--- config.mk ---
export PLATFORM = sky130hd
export DESIGN_NAME = rcr_ref_clock_ctrl
export DESIGN_NICKNAME = d
export VERILOG_FILES = /design/src/verilog/rcr_ref_clock_ctrl.v
export VERILOG_INCLUDE_DIRS = /design/src /design/src/verilog
export SDC_FILE = /design/constraint.sdc
export NUM_CORES = 1
export LEC_CHECK = 0
export BUFFER_PORTS_ARGS = -buffer_cell sky130_fd_sc_hd__buf_2
export CAP_MARGIN = 15
export CORE_MARGIN = 4
export CORE_UTILIZATION = 30
export CTS_BUF_LIST = sky130_fd_sc_hd__clkbuf_4 sky130_fd_sc_hd__clkbuf_8
export CTS_CLUSTER_SIZE = 24
export DETAILED_ROUTE_END_ITERATION = 10
export GPL_TIMING_DRIVEN = 1
export MAX_ROUTING_LAYER = met4
export PLACE_DENSITY_LB_ADDON = 0.3
export SLEW_MARGIN = 20
export SYNTH_ARGS = -nofsm -noshare
export SYNTH_HDL_FRONTEND = slang
export SYNTH_SLANG_ARGS = --single-unit
--- constraint.sdc ---
create_clock -name sys_clk_i -period 23.1 [get_ports sys_clk_i]
set_input_delay 2.31 -clock sys_clk_i [delete_from_list [all_inputs] [get_ports sys_clk_i]]
set_output_delay 2.31 -clock sys_clk_i [all_outputs]
set_load 0.03 [all_outputs]
--- src/verilog/rcr_clock_defs.vh ---
`ifndef RCR_CLOCK_DEFS_VH
`define RCR_CLOCK_DEFS_VH

// System clock
`define RCR_CLK_PERIOD_NS     10

// Frequency code is the reference frequency in steps of RCR_FREQ_STEP_HZ
`define RCR_FREQ_STEP_HZ      80
`define RCR_FREQ_W            20
`define RCR_FREQ_DEFAULT      20'd250000
`define RCR_FREQ_MIN          20'd150000
`define RCR_FREQ_MAX          20'd650000

// Auto-detection against the external low-power clock
`define RCR_LPO_KHZ_X1000     32768
`define RCR_DET_PERIODS       10'd512
`define RCR_REF_DIV           8
`define RCR_DET_TOL_SHIFT     10
`define RCR_STD_COUNT         17
`define RCR_LPO_GAP_NS        61036

// Trim, signed ppm
`define RCR_TRIM_W            8
`define RCR_TRIM_LIMIT        8'sd50
`define RCR_TRIM_RESET        8'h00

// Frequency source codes
`define RCR_SRC_DEFAULT       2'h0
`define RCR_SRC_NVM           2'h1
`define RCR_SRC_DETECT        2'h2

`endif

--- src/verilog/rcr_ref_clock_ctrl.v ---
`timescale 1ns/1ps
`include "rcr_clock_defs.vh"

module rcr_ref_clock_ctrl #(
   parameter [15:0] LPO_GAP_CYC = `RCR_LPO_GAP_NS / `RCR_CLK_PERIOD_NS
) (
   input  wire                          sys_clk_i,
   input  wire                          rst_n_i,
   input  wire                          por_start_i,
   input  wire                          nvm_done_i,
   input  wire                          nvm_freq_valid_i,
   input  wire [`RCR_FREQ_W-1:0]        nvm_freq_i,
   input  wire                          nvm_trim_valid_i,
   input  wire signed [`RCR_TRIM_W-1:0] nvm_trim_i,
   input  wire                          hci_trim_we_i,
   input  wire signed [`RCR_TRIM_W-1:0] hci_trim_i,
   input  wire                          low_power_oscillator_i,
   input  wire                          ref_div_i,
   input  wire                          awake_i,
   input  wire                          core_powered_i,
   input  wire                          clk_req_in_i,
   input  wire                          request_or_option_i,
   input  wire                          clk_req_enable_i,
   input  wire                          gpio_out_i,
   input  wire                          gpio_oe_n_i,
   output wire [`RCR_FREQ_W-1:0]        ref_freq_code_o,
   output wire signed [`RCR_TRIM_W-1:0] synth_trim_o,
   output wire [1:0]                    freq_source_o,
   output wire                          cfg_busy_o,
   output wire                          timing_valid_o,
   output wire                          timebase_lpo_o,
   output wire                          lpo_ext_sel_o,
   output wire                          clk_req_pin_o,
   output wire                          clk_req_pin_oe_n_o
);

   localparam [2:0] S_IDLE  = 3'h0;
   localparam [2:0] S_NVM   = 3'h1;
   localparam [2:0] S_SYNC  = 3'h2;
   localparam [2:0] S_MEAS  = 3'h3;
   localparam [2:0] S_MATCH = 3'h4;
   localparam [2:0] S_DONE  = 3'h5;

   // Standard handset reference frequencies in kHz
   function [15:0] std_khz;
      input [4:0] idx;
      begin
         case (idx)
            5'h00:   std_khz = 16'd12000;
            5'h01:   std_khz = 16'd13000;
            5'h02:   std_khz = 16'd14400;
            5'h03:   std_khz = 16'd15360;
            5'h04:   std_khz = 16'd16200;
            5'h05:   std_khz = 16'd16800;
            5'h06:   std_khz = 16'd18000;
            5'h07:   std_khz = 16'd19200;
            5'h08:   std_khz = 16'd19440;
            5'h09:   std_khz = 16'd19680;
            5'h0A:   std_khz = 16'd19800;
            5'h0B:   std_khz = 16'd20000;
            5'h0C:   std_khz = 16'd24000;
            5'h0D:   std_khz = 16'd26000;
            5'h0E:   std_khz = 16'd33600;
            5'h0F:   std_khz = 16'd37400;
            5'h10:   std_khz = 16'd38400;
            default: std_khz = 16'd0;
         endcase
      end
   endfunction

   // Limit a trim value to the supported correction range
   function signed [`RCR_TRIM_W-1:0] clamp_trim;
      input signed [`RCR_TRIM_W-1:0] t;
      begin
         if (t > `RCR_TRIM_LIMIT)
            clamp_trim = `RCR_TRIM_LIMIT;
         else if (t < -`RCR_TRIM_LIMIT)
            clamp_trim = -`RCR_TRIM_LIMIT;
         else
            clamp_trim = t;
      end
   endfunction

   reg [2:0]                    state_reg;
   reg [2:0]                    state_next;
   reg [`RCR_FREQ_W-1:0]        freq_reg;
   reg [`RCR_FREQ_W-1:0]        freq_next;
   reg [1:0]                    src_reg;
   reg [1:0]                    src_next;
   reg signed [`RCR_TRIM_W-1:0] trim_reg;
   reg signed [`RCR_TRIM_W-1:0] trim_next;
   reg                          lpo_d_reg;
   reg                          ref_d_reg;
   reg [9:0]                    per_cnt_reg;
   reg [9:0]                    per_cnt_next;
   reg [17:0]                   ref_cnt_reg;
   reg [17:0]                   ref_cnt_next;
   reg [15:0]                   gap_cnt_reg;
   reg [15:0]                   gap_cnt_next;
   reg [4:0]                    idx_reg;
   reg [4:0]                    idx_next;
   reg                          lpo_ok_reg;
   reg                          lpo_ok_next;
   reg                          busy_reg;
   reg                          valid_reg;
   reg                          tb_lpo_reg;
   reg                          lpo_ext_reg;
   reg                          pin_reg;
   reg                          pin_oe_n_reg;

   wire        lpo_rise  = low_power_oscillator_i & ~lpo_d_reg;
   wire        ref_rise  = ref_div_i & ~ref_d_reg;
   wire        gap_over  = (gap_cnt_reg >= LPO_GAP_CYC);
   wire [31:0] exp_wide  = ({16'h0000, std_khz(idx_reg)} * 32'd125) >> 6;
   wire [17:0] exp_cnt   = exp_wide[17:0];
   wire [17:0] tol_cnt   = exp_cnt >> `RCR_DET_TOL_SHIFT;
   wire [17:0] diff_cnt  = (ref_cnt_reg >= exp_cnt) ? (ref_cnt_reg - exp_cnt)
                                                    : (exp_cnt - ref_cnt_reg);
   wire [31:0] khz_code  = ({16'h0000, std_khz(idx_reg)} * 32'd25) >> 1;
   wire        nvm_in_rng = (nvm_freq_i >= `RCR_FREQ_MIN) && (nvm_freq_i <= `RCR_FREQ_MAX);
   wire        int_req   = awake_i & core_powered_i;

   // Power-on frequency selection sequence
   always @* begin
      state_next   = state_reg;
      freq_next    = freq_reg;
      src_next     = src_reg;
      trim_next    = trim_reg;
      per_cnt_next = per_cnt_reg;
      ref_cnt_next = ref_cnt_reg;
      gap_cnt_next = gap_cnt_reg;
      idx_next     = idx_reg;
      lpo_ok_next  = lpo_ok_reg;
      if (state_reg == S_SYNC || state_reg == S_MEAS) begin
         if (lpo_rise)
            gap_cnt_next = 16'h0000;
         else if (!gap_over)
            gap_cnt_next = gap_cnt_reg + 16'h0001;
      end
      case (state_reg)
         S_IDLE: begin
            if (por_start_i) begin
               freq_next  = `RCR_FREQ_DEFAULT;
               src_next   = `RCR_SRC_DEFAULT;
               state_next = S_NVM;
            end
         end
         S_NVM: begin
            if (nvm_done_i) begin
               if (nvm_trim_valid_i)
                  trim_next = clamp_trim(nvm_trim_i);
               if (nvm_freq_valid_i && nvm_in_rng) begin
                  freq_next  = nvm_freq_i;
                  src_next   = `RCR_SRC_NVM;
                  state_next = S_DONE;
               end else begin
                  gap_cnt_next = 16'h0000;
                  state_next   = S_SYNC;
               end
            end
         end
         S_SYNC: begin
            if (lpo_rise) begin
               lpo_ok_next  = 1'b1;
               per_cnt_next = 10'h000;
               ref_cnt_next = 18'h00000;
               state_next   = S_MEAS;
            end else if (gap_over) begin
               lpo_ok_next = 1'b0;
               state_next  = S_DONE;
            end
         end
         S_MEAS: begin
            if (ref_rise)
               ref_cnt_next = ref_cnt_reg + 18'h00001;
            if (gap_over) begin
               lpo_ok_next = 1'b0;
               state_next  = S_DONE;
            end else if (lpo_rise) begin
               per_cnt_next = per_cnt_reg + 10'h001;
               if (per_cnt_reg == `RCR_DET_PERIODS - 10'h001) begin
                  idx_next   = 5'h00;
                  state_next = S_MATCH;
               end
            end
         end
         S_MATCH: begin
            if (diff_cnt <= tol_cnt) begin
               freq_next  = khz_code[`RCR_FREQ_W-1:0];
               src_next   = `RCR_SRC_DETECT;
               state_next = S_DONE;
            end else if (idx_reg == `RCR_STD_COUNT - 1) begin
               state_next = S_DONE;
            end else begin
               idx_next = idx_reg + 5'h01;
            end
         end
         S_DONE: begin
            if (por_start_i) begin
               freq_next  = `RCR_FREQ_DEFAULT;
               src_next   = `RCR_SRC_DEFAULT;
               state_next = S_NVM;
            end
         end
         default: begin
            state_next = S_IDLE;
         end
      endcase
      if (hci_trim_we_i)
         trim_next = clamp_trim(hci_trim_i);
   end

   always @(posedge sys_clk_i or negedge rst_n_i) begin
      if (!rst_n_i) begin
         state_reg   <= S_IDLE;
         freq_reg    <= `RCR_FREQ_DEFAULT;
         src_reg     <= `RCR_SRC_DEFAULT;
         trim_reg    <= `RCR_TRIM_RESET;
         lpo_d_reg   <= 1'b0;
         ref_d_reg   <= 1'b0;
         per_cnt_reg <= 10'h000;
         ref_cnt_reg <= 18'h00000;
         gap_cnt_reg <= 16'h0000;
         idx_reg     <= 5'h00;
         lpo_ok_reg  <= 1'b0;
      end else begin
         state_reg   <= state_next;
         freq_reg    <= freq_next;
         src_reg     <= src_next;
         trim_reg    <= trim_next;
         lpo_d_reg   <= low_power_oscillator_i;
         ref_d_reg   <= ref_div_i;
         per_cnt_reg <= per_cnt_next;
         ref_cnt_reg <= ref_cnt_next;
         gap_cnt_reg <= gap_cnt_next;
         idx_reg     <= idx_next;
         lpo_ok_reg  <= lpo_ok_next;
      end
   end

   // Status, timebase and clock request pin
   always @(posedge sys_clk_i or negedge rst_n_i) begin
      if (!rst_n_i) begin
         busy_reg     <= 1'b0;
         valid_reg    <= 1'b0;
         tb_lpo_reg   <= 1'b0;
         lpo_ext_reg  <= 1'b0;
         pin_reg      <= 1'b0;
         pin_oe_n_reg <= 1'b1;
      end else begin
         busy_reg    <= (state_next != S_IDLE) && (state_next != S_DONE);
         valid_reg   <= (state_next == S_DONE);
         tb_lpo_reg  <= ~awake_i;
         lpo_ext_reg <= lpo_ok_next;
         if (clk_req_enable_i) begin
            pin_oe_n_reg <= 1'b0;
            if (request_or_option_i)
               pin_reg <= clk_req_in_i | int_req;
            else
               pin_reg <= int_req;
         end else begin
            pin_reg      <= gpio_out_i;
            pin_oe_n_reg <= gpio_oe_n_i;
         end
      end
   end

   assign ref_freq_code_o    = freq_reg;
   assign synth_trim_o       = trim_reg;
   assign freq_source_o      = src_reg;
   assign cfg_busy_o         = busy_reg;
   assign timing_valid_o     = valid_reg;
   assign timebase_lpo_o     = tb_lpo_reg;
   assign lpo_ext_sel_o      = lpo_ext_reg;
   assign clk_req_pin_o      = pin_reg;
   assign clk_req_pin_oe_n_o = pin_oe_n_reg;

endmodule // rcr_ref_clock_ctrl

==> summary.txt, run 1 <==
Worst setup path
  • Required @ worst endpoint: approximately 23 ns
  • CP delay by family, top: compound AO/OA/AOI/OAI gates
  • FF-to-FF Start: idx_reg[1]
  • Buf/Inv on CP: 4
  • CP Class: flip-flop to flip-flop
  • Reg2reg setup slack: 11.48 ns
  • Worst path slowest cell: a211oi_1
  • Worst reg2reg path endpoint: ref_freq_code_o[10]
  • FF-to-FF path depth: 37
  • Delay of the slowest critical-path stage: 0.77 ns
  • Crit path arrival time: 11.95 ns
  • Critical Path Source: idx_reg[1]
  • CP endpoint kind: flip-flop
  • Top cell by count, worst path: ha_1
  • Startpoint types: flip-flop
  • CP max FO: 14

Logic synthesis
  • Post-synthesis cell type count: between 90 and 100
  • Post-synthesis compound-gate area fraction: 0.2089
  • Cells after synthesis: ~1200
  • Synth Register Bits: 90
  • Yosys warns: 0
  • Post-Synth Adder-Cell Area: 0.2471
  • Register area share after synthesis: 0.2182
  • Synthesized cell area: 10370 um2
  • XOR/XNOR Fraction of Synth Area: 0.05418
  • Synth Area in Simple Gates: 0.1744
  • Main synth FF type: dfrtp_1
  • Largest family of logic cells by synthesized area: adder cells
  • Avg Inst Size Synth: 8.485 um2
  • Post-synth EDFFs: 0
  • Multiplexer area fraction after synthesis: 0.02450
  • Post-synthesis async set-or-reset flop share: 1.000
  • Syn_nets: 1448

Cells and area
  • Multi-input combinational cell area: 7352 um2
  • Area grow syn2layout: 10.12%
  • Nets: 1509
  • Diodes inserted: 0
  • Max reg flops: 20
  • Layout cells sized above 1: 0.1134
  • Seq. cell area: 2262 um2
  • Fillers: 3532
  • Most frequent cells in the layout: inv_1, ha_1, nor2_1
  • Commonest non-fill, non-tap cell in the layout: inv_1

Timing
  • Fin crit share: 0.5031
  • Rel. slew slack: 0.3976
  • Slew Limit Fails: 0
  • Tmin final: 11.62 ns
  • Maximum clock frequency: 86.04 MHz
  • RSZ-0062 raised after global routing: no
  • Hold Vio Cnt, Final: 0
  • Final Skew: 0.01499 ns
  • Endpoints failing setup: 0
  • TNS Setup: 0 ns
  • Slew of the pin with the lowest slew margin: 0.8975 ns

Floorplan
  • # IOs: 88
  • Die Ht: ~190 um
  • Core Rows: 67
  • Core footprint: 33780 um2
  • Die width: ~190 um
  • Die area: 37600 um2
  • Initial Utilization: 0.3069

Global route
  • Largest net degree at the start of global routing: between 40 and 50
  • First-pass GRT wire length: 45630 um
  • Vias in the first global route: 8742
  • Initial antenna violation count: 0
  • GR Overflow Total: 0
  • Gr usage total: 0.1485

CTS
  • Root buffer cell: clkbuf_8
  • CTS clk-pin slew, worst paths: 0.11 ns
  • CTS Sinks: 90
  • Total CTS buffers: 9
  • Post-CTS Setup Bufs: 0
  • CTS resizes: 0
  • Htree depth: 3
  • CTS Buffer Depth: 2
  • CTS Hold Bufs: 0
  • CTS tree: done
  • Latest clock arrival within the worst-skew pair: 0.39 ns

Min path
  • Worst min path class: flip-flop to flip-flop
  • Hold Path Stages: 1
  • Hold Path End: freq_source_o[0]
  • Hold wc startpoint: freq_source_o[0]

Route
  • 1st-iter DRT viols: between 600 and 700
  • DR vias: 8864
  • Post-route ant nets: 0
  • Initial DRT Pass Iterations: 6
  • Residual DRC: 0
  • DR WL/cell: 15.87 um
  • Post-Route WL: around 28000 um
  • DR vias/cell: around 5.1

Place
  • Hpwl dp: 22170 um
  • GP Congestion: slightly above 0.9
  • IO Port Bufs: slightly below 90

Flow run
  • Maxcap violations: 0

Status
  • Run status: completed
-- worst register-to-register path, delay by kind of cell, from the launching register on --
family,cells,cell delay (ns)
AO/OA/AOI/OAI,13,4.79
flip-flops,1,0.52
buffers and inverters,4,0.39
adder cells (fa/ha/maj),9,3.55
XOR/XNOR,3,0.78
multiplexers,1,0.29
AND/OR/NAND/NOR,7,1.24
-- through the flow --
stage / utilization / hold WS [ns] / cells / area [um2] / worst slack [ns]
2_1_floorplan: - / 0.4673 / 1222 / 10370 / 13.44
3_3_place_gp: 0.3319 / 0.4572 / 1720 / 11210 / 11.96
3_5_place_dp: 0.3319 / 0.4640 / 1720 / 11210 / 11.56
4_1_cts: 0.3380 / 0.4908 / 1736 / 11420 / 11.52
5_1_grt: 0.3380 / 0.5295 / 1736 / 11420 / 10.64
6_report: 0.3380 / 0.4861 / 1736 / 11420 / 11.48
-- worst max-delay path by stage --
stage,end,slack [ns],cells past startpoint
floorplan,ref_freq_code_o[10],13.44,41
global placement,ref_freq_code_o[19],11.96,38
detailed placement,ref_freq_code_o[10],11.56,37
CTS,ref_freq_code_o[10],11.52,39
global route,ref_freq_code_o[10],10.64,39
finish,ref_freq_code_o[10],11.48,37
-- layer usage --
layer	share of wire	wire length, um	GRT usage	up-vias
li1	-	-	-	4410
met1	0.48	13330	0.2042	4201
met2	0.45	12520	0.2358	220
met3	0.039	1068	0.01529	33
met4	0.023	627	0.03854	0
met5	0	0	-	-
-- synth_stat cells (all sizes together), types with 9 or more instances --
library cell,n,area share
a221o,9,0.0087
a22o,10,0.0084
a211oi,12,0.0092
buf,15,0.0080
ha,124,0.15
o21a,11,0.0081
fa,50,0.097
nand4,13,0.0084
dfrtp,82,0.20
a31oi,14,0.0099
inv,154,0.056
and3,21,0.013
or3,11,0.0066
clkbuf,25,0.0091
mux2,11,0.012
nor2b,16,0.0097
o21ai,67,0.033
xor2,22,0.020
nand2,87,0.032
o22ai,13,0.0078
a21oi,76,0.037
and2,11,0.0066
mux2i,13,0.013
nand3,38,0.018
nor2,102,0.037
nor3,26,0.013
a211o,9,0.0076
a21o,18,0.013
xnor2,40,0.034
-- cell families after synthesis --
group / after synthesis
AOI/OAI and AO/OA: 311
DFF: 90
xor gates and xnor gates: 62
and+or+nand+nor: 366
muxes: 24
adders and majority gates: 175
buffers and inverters: 194
-- final cells by class --
cell class / count / share of cell area
multi-input cells: 938 / 0.6439
flip-flops and latches: 90 / 0.1981
clock buffers: 9 / 0.01085
repair buffers: 90 / 0.04032
well taps: 448 / 0.04909
inverters: 154 / 0.05062
clock inverters: 7 / 0.007122
Power of run 1 is left out: the tool's default activity adds up to more than one toggle a clock period on the data nets, which glitch-free logic cannot reach.
==> inputs of run 2 (changes only) <==
--- a/config.mk
+++ b/config.mk
@@ -6,6 +6,7 @@
 export SDC_FILE = /design/constraint.sdc
 export NUM_CORES = 1
 export LEC_CHECK = 0
+export ABC_AREA = 1
 export BUFFER_PORTS_ARGS = -buffer_cell sky130_fd_sc_hd__buf_2
 export CAP_MARGIN = 15
 export CORE_MARGIN = 4
==> constraint.sdc (replaced) <==
create_clock -name sys_clk_i -period 11.1 [get_ports sys_clk_i]
set_input_delay 1.11 -clock sys_clk_i [delete_from_list [all_inputs] [get_ports sys_clk_i]]
set_output_delay 1.11 -clock sys_clk_i [all_outputs]
set_load 0.03 [all_outputs]
==> run 2 against run 1 <==
Compared with the run above:
- final area rose by 3.9%
- worst hold slack worse by 0.018 ns
- wire length grew 4.8%
- clock skew up 0.010 ns
- sequential share of layout area down 0.75 points
- critical path type unchanged
- critical endpoint is now ref_freq_code_o[6]
- largest cell class unchanged
==> summary.txt, run 2 <==
Timing
  • TNS Setup: 0 ns (unchanged)
  • Tmin final: 10.36 ns (-1.266 ns)
  • RSZ-0062 raised after global routing: no
  • Hold Vio Cnt, Final: 0 (unchanged)
  • Final Skew: 0.02500 ns (+0.01001 ns)
  • Fin crit share: 0.9330 (+0.4299)
  • Rel. slew slack: 0.3080 (-0.08959)
  • Slew of the pin with the lowest slew margin: 1.034 ns (+0.1367 ns)
  • Endpoints failing setup: 0 (unchanged)
  • Slew Limit Fails: 0 (unchanged)
  • Maximum clock frequency: 96.56 MHz (+12%)

Place
  • IO Port Bufs: 87 (unchanged)
  • Placed cell count: 2054 (+19%)
  • Hpwl dp: 24130 um (+8.8%)
  • GP Congestion: 0.9225 (about the same)

Cells and area
  • Post-Layout Cell Count: 2070 (+19%)
  • Diodes inserted: 0 (unchanged)
  • Seq. cell area: 2262 um2 (unchanged)
  • Commonest non-fill, non-tap cell in the layout: nand2_1
  • Multi-input combinational cell area: 7184 um2 (-2.3%)
  • Most frequent cells in the layout: nand2_1, inv_1, nor2_1
  • Layout cells sized above 1: 0.1046 (-0.008710)
  • Max reg flops: 20 (unchanged)
  • Fillers: 3789 (+7.3%)
  • Nets: 1836 (+22%)
  • Area grow syn2layout: 10.64%

Logic synthesis
  • Post-synthesis compound-gate area fraction: 0.1246 (-0.08429)
  • Synthesized cell area: 10730 um2 (+3.4%)
  • Syn_nets: 1756 (+21%)
  • Synth area leaders: dfrtp_1, ha_1, nand2_1, inv_1, fa_1
  • Cells after synthesis: 1530 (+25%)
  • Post-synthesis cell type count: 57 (-38%)
  • Multiplexer area fraction after synthesis: 0.001983 (-0.02251)
  • Largest family of logic cells by synthesized area: simple AND/OR/NAND/NOR gates
  • XOR/XNOR Fraction of Synth Area: 0.03756 (-0.01662)
  • Synth Register Bits: 90 (unchanged)
  • Avg Inst Size Synth: 7.010 um2 (-17%)
  • Post-Synth Adder-Cell Area: 0.2380 (-0.009150)
  • Top cell type's share of synthesized area: 0.1913 (-0.006580)
  • Yosys warns: 0 (unchanged)
  • Register area share after synthesis: 0.2109 (-0.007254)
  • Most numerous cell in the Yosys netlist: nand2_1
  • Leading area contributor after synthesis: dfrtp_1
  • Main synth FF type: dfrtp_1
  • Post-synth top cells: nand2_1, inv_1, nor2_1, ha_1, nand3_1
  • Post-synthesis async set-or-reset flop share: 1.000 (unchanged)
  • Synth Area in Simple Gates: 0.2674 (+0.09301)
  • Post-synth EDFFs: 0 (unchanged)

CTS
  • CTS Sinks: 90 (unchanged)
  • CTS Hold Bufs: 0 (unchanged)
  • Total CTS buffers: 9 (unchanged)
  • CTS clk-pin slew, worst paths: 0.11 ns (about the same)
  • Post-CTS Setup Bufs: 0 (unchanged)
  • CTS resizes: 0 (unchanged)
  • CTS tree: done
  • CTS Buffer Depth: 2 (unchanged)
  • Root buffer cell: clkbuf_8
  • Latest clock arrival within the worst-skew pair: 0.39 ns (about the same)
  • Htree depth: 3 (unchanged)

Global route
  • GR Overflow Total: 0 (unchanged)
  • Gr usage total: 0.1524 (+0.003921)
  • Initial antenna violation count: 0 (unchanged)
  • Largest net degree at the start of global routing: 54 (+13%)
  • Vias in the first global route: 9698 (+11%)
  • First-pass GRT wire length: 48220 um (+5.7%)

Worst setup path
  • Crit path arrival time: 10.62 ns (-1.33 ns)
  • Worst path slowest cell: nor3_1
  • Delay of the slowest critical-path stage: 0.74 ns (-0.03 ns)
  • CP endpoint kind: flip-flop
  • CP max FO: 27 (+13)
  • Reg2reg setup slack: 0.74 ns (-10.73 ns)
  • Required @ worst endpoint: 11.37 ns (-12.06 ns)
  • CP Class: flip-flop to flip-flop
  • Startpoint types: flip-flop
  • Top cell by count, worst path: inv_1

Route
  • DR vias/cell: 4.821 (-5.6%)
  • Initial DRT Pass Iterations: 6 (unchanged)
  • 1st-iter DRT viols: 522 (-16%)
  • DR vias: 9980 (+13%)
  • Residual DRC: 0 (unchanged)
  • Post-Route WL: 28880 um (+4.8%)
  • Post-route ant nets: 0 (unchanged)
  • DR WL/cell: 13.95 um (-12%)

Flow run
  • Maxcap violations: 0 (unchanged)

Floorplan
  • Die area: 38840 um2 (+3.3%)
  • Core Rows: 68 (+1.5%)
  • Die Ht: 197.1 um (+1.6%)
  • Core footprint: 34880 um2 (+3.3%)
  • Initial Utilization: 0.3075 (+0.0005460)
  • # IOs: 88 (unchanged)
  • Die width: 197.1 um (+1.6%)

Status
  • Run status: completed

Min path
  • Worst min path class: flip-flop to flip-flop
==> run 2: changes by cell type in the layout (fill, tap and decap cells not counted), sizes merged, moves of 17 or more <==
cell   change
and3      -20
xnor2     -30
inv      +154
nand2    +236
nand3     +78
nor2      +30
a21oi     +17
==> run 2: area by class of cell <==
type / count / share of cell area
clock buffer: 9 / 0.01044
clock inverter: 7 / 0.006432
inverter: 307 / 0.09711
multi-input combinational: 1107 / 0.6054
sequential: 90 / 0.1906
tap: 455 / 0.04798
timing repair buffer: 95 / 0.04197
==> run 2: worst paths after layout <==
kind	depth (start not counted)	start	endpoint
setup reg to reg	44	idx_reg[1]	ref_freq_code_o[6]
min in group asynchronous	1	rst_n_i	synth_trim_o[0]
hold / removal	2	ref_freq_code_o[12]	ref_freq_code_o[12]
max in group asynchronous	2	rst_n_i	per_cnt_reg[7]
setup / recovery	44	idx_reg[1]	ref_freq_code_o[6]
hold reg to reg	2	ref_freq_code_o[12]	ref_freq_code_o[12]
==> run 2: metal layers <==
layer | GRT usage | routed length [um]
met4 | 0.02414 | 314
met1 | 0.2130 | 14300
met2 | 0.2445 | 13150
met3 | 0.01689 | 1114
met5 | - | 0
==> run 2: cell families after synthesis <==
kind of cell | count (synthesis)
AO/OA/AOI/OAI | 228
XOR/XNOR | 46
adder cells (fa/ha/maj) | 174
buffers and inverters | 333
flip-flops | 90
multiplexers | 2
AND/OR/NAND/NOR | 657
==> run 2: through the flow <==
stage / hold WS, ns / util / setup slack, ns / area, um2
3_3_place_gp: 0.4492 / 0.3344 / 0.9870 / 11670
2_1_floorplan: 0.4630 / - / 2.488 / 10730
5_1_grt: 0.4851 / 0.3402 / 0.05889 / 11870
3_5_place_dp: 0.4544 / 0.3344 / 0.8392 / 11670
4_1_cts: 0.4707 / 0.3402 / 0.8423 / 11870
6_report: 0.4681 / 0.3402 / 0.7438 / 11870
==> run 2: worst max-delay path: cells and delay by family, from the launching register on <==
| family | cells | cell delay, ns |
|---|---|---|
| adders and majority gates | 8 | 3.52 |
| and+or+nand+nor | 18 | 3.42 |
| buffers and inverters | 9 | 1.12 |
| AOI/OAI and AO/OA | 6 | 0.71 |
| DFF | 1 | 0.53 |
| xor gates and xnor gates | 2 | 0.52 |
| muxes | 1 | 0.40 |
Power of run 2 is left out for the same reason.
==> inputs of run 3 (changes only) <==
==> constraint.sdc (replaced) <==
create_clock -name sys_clk_i -period 10.3 [get_ports sys_clk_i]
set_input_delay 1.03 -clock sys_clk_i [delete_from_list [all_inputs] [get_ports sys_clk_i]]
set_output_delay 1.03 -clock sys_clk_i [all_outputs]
set_load 0.03 [all_outputs]
==> run 3 against run 2 <==
Compared with the run above:
- critical path depth stayed put
- utilization is 0.12 points higher
- critical path type unchanged
- sequential share of layout area is 0.066 points lower
- non-clock buffer count is 3 higher
- cell count is 0.14% higher
- maximum frequency is 8.9% higher
==> summary.txt, run 3 (same netlist as run 2, synthesis figures left out) <==
Global route
  • Largest net degree at the start of global routing: 59 (+9.3%)
  • Initial antenna violation count: 0 (unchanged)
  • First-pass GRT wire length: 48080 um (-0.29%)
  • GR Overflow Total: 0 (unchanged)
  • Gr usage total: 0.1530 (+0.0005665)
  • Vias in the first global route: 9673 (-0.26%)

Worst setup path
  • Worst reg2reg path endpoint: ref_freq_code_o[6]
  • Delay of the slowest critical-path stage: 0.58 ns (-0.16 ns)
  • FF-to-FF path depth: 44 (unchanged)
  • CP max FO: 27 (unchanged)
  • FF-to-FF Start: idx_reg[0]
  • Required @ worst endpoint: 10.63 ns (-0.74 ns)
  • Worst path slowest cell: fa_1
  • Reg2reg setup slack: 0.79 ns (+0.05 ns)
  • CP Class: flip-flop to flip-flop
  • CP endpoint kind: flip-flop
  • Crit path arrival time: 9.84 ns (-0.78 ns)
  • Startpoint types: flip-flop

CTS
  • CTS clk-pin slew, worst paths: 0.11 ns (about the same)
  • CTS Sinks: 90 (unchanged)
  • Latest clock arrival within the worst-skew pair: 0.39 ns (about the same)
  • CTS Hold Bufs: 0 (unchanged)
  • CTS tree: done
  • Root buffer cell: clkbuf_8
  • CTS Buffer Depth: 2 (unchanged)
  • Total CTS buffers: 9 (unchanged)
  • Htree depth: 3 (unchanged)

Route
  • 1st-iter DRT viols: 659 (+26%)
  • Post-Route WL: 28960 um (+0.27%)
  • Residual DRC: 0 (unchanged)
  • Post-route ant nets: 0 (unchanged)
  • DR vias: 9920 (-0.60%)
  • DR vias/cell: 4.785 (-0.75%)
  • Initial DRT Pass Iterations: 5 (-1)
  • DR WL/cell: 13.97 um (+0.12%)

Floorplan
  • Die area: 38840 um2 (unchanged)
  • Initial Utilization: 0.3075 (unchanged)
  • Core Rows: 68 (unchanged)
  • Die width: 197.1 um (unchanged)
  • Core footprint: 34880 um2 (unchanged)
  • Die Ht: 197.1 um (unchanged)
  • # IOs: 88 (unchanged)

Min path
  • Hold wc startpoint: ref_freq_code_o[16]
  • Hold Path Stages: 2 (unchanged)
  • Hold Path End: ref_freq_code_o[16]
  • Worst min path class: flip-flop to flip-flop

Place
  • IO Port Bufs: 87 (unchanged)
  • Hpwl dp: 23980 um (-0.61%)
  • Placed inst area: 11690 um2 (+0.19%)
  • GP Congestion: 0.9564 (+3.7%)
  • Placed cell count: 2057 (+0.15%)

Timing
  • Hold Vio Cnt, Final: 0 (unchanged)
  • Final Skew: 0.02131 ns (-0.003695 ns)
  • Tmin final: 9.510 ns (-0.8466 ns)
  • RSZ-0062 raised after global routing: no
  • Slew of the pin with the lowest slew margin: 0.9821 ns (-0.05203 ns)
  • Endpoints failing setup: 0 (unchanged)
  • Rel. slew slack: 0.3428 (+0.03481)
  • TNS Setup: 0 ns (unchanged)
  • Fin crit share: 0.9233 (-0.009725)
  • Maximum clock frequency: 105.2 MHz (+8.9%)
  • Slew Limit Fails: 0 (unchanged)

Cells and area
  • Diodes inserted: 0 (unchanged)
  • Most frequent cells in the layout: nand2_1, inv_1, nor2_1
  • Fillers: 3793 (+0.11%)
  • Layout cells sized above 1: 0.1075 (+0.002896)
  • Post-Layout Cell Count: 2073 (+0.14%)
  • Multi-input combinational cell area: 7203 um2 (+0.26%)
  • Area grow syn2layout: 11.02%
  • Commonest non-fill, non-tap cell in the layout: nand2_1
  • Max reg flops: 20 (unchanged)
  • Nets: 1839 (+0.16%)
  • Finished Cell Area: 11910 um2 (+0.35%)
  • Seq. cell area: 2262 um2 (unchanged)

Status
  • Run status: completed

Flow run
  • Maxcap violations: 0 (unchanged)
==> run 3: worst max-delay path by stage <==
| stage | startpoint | end | slack (ns) |
|---|---|---|---|
| floorplan | idx_reg[2] | ref_freq_code_o[5] | 1.69 |
| global placement | idx_reg[0] | freq_source_o[1] | 0.58 |
| detailed placement | idx_reg[0] | ref_freq_code_o[18] | 0.41 |
| CTS | idx_reg[0] | ref_freq_code_o[6] | 0.40 |
| global route | idx_reg[0] | ref_freq_code_o[6] | 0.01 |
| finish | idx_reg[0] | ref_freq_code_o[6] | 0.79 |
==> run 3: worst max-delay path, delay by kind of cell, from the launching register on <==
kind	cells	cell delay, ns
flip-flops	1	0.52
adder cells (fa/ha/maj)	8	3.54
multiplexers	1	0.38
AND/OR/NAND/NOR	18	2.96
XOR/XNOR	2	0.40
buffers and inverters	8	0.72
AO/OA/AOI/OAI	7	0.95
==> run 3: metal layers <==
layer | global-route usage | vias to the layer above | wire length, um
met5 | - | - | 0
met4 | 0.04186 | 0 | 667
met3 | 0.01586 | 57 | 1204
met2 | 0.2426 | 270 | 12980
met1 | 0.2095 | 4502 | 14110
li1 | - | 5091 | -
==> run 3: through the flow <==
step / hold WS, ns / utilization / setup slack (ns)
5_1_grt: 0.5004 / 0.3414 / 0.01373
4_1_cts: 0.4693 / 0.3408 / 0.3952
3_3_place_gp: 0.4494 / 0.3351 / 0.5795
3_5_place_dp: 0.4565 / 0.3351 / 0.4133
6_report: 0.4668 / 0.3414 / 0.7904
2_1_floorplan: 0.4630 / - / 1.688
==> run 3: what timing repair did <==
action,in CTS,in global routing
resized for setup,0,3
buffers inserted,0,0
endpoints found under the setup margin,0,29
==> run 3: final cells by class <==
| class | count | share of cell area |
|---|---|---|
| inverter | 307 | 0.09677 |
| timing repair buffer | 98 | 0.04371 |
| clock inverter | 7 | 0.006410 |
| clock buffer | 9 | 0.01040 |
| sequential | 90 | 0.1900 |
| multi-input combinational | 1107 | 0.6049 |
| tap | 455 | 0.04781 |
Power of run 3 is left out for the same reason.
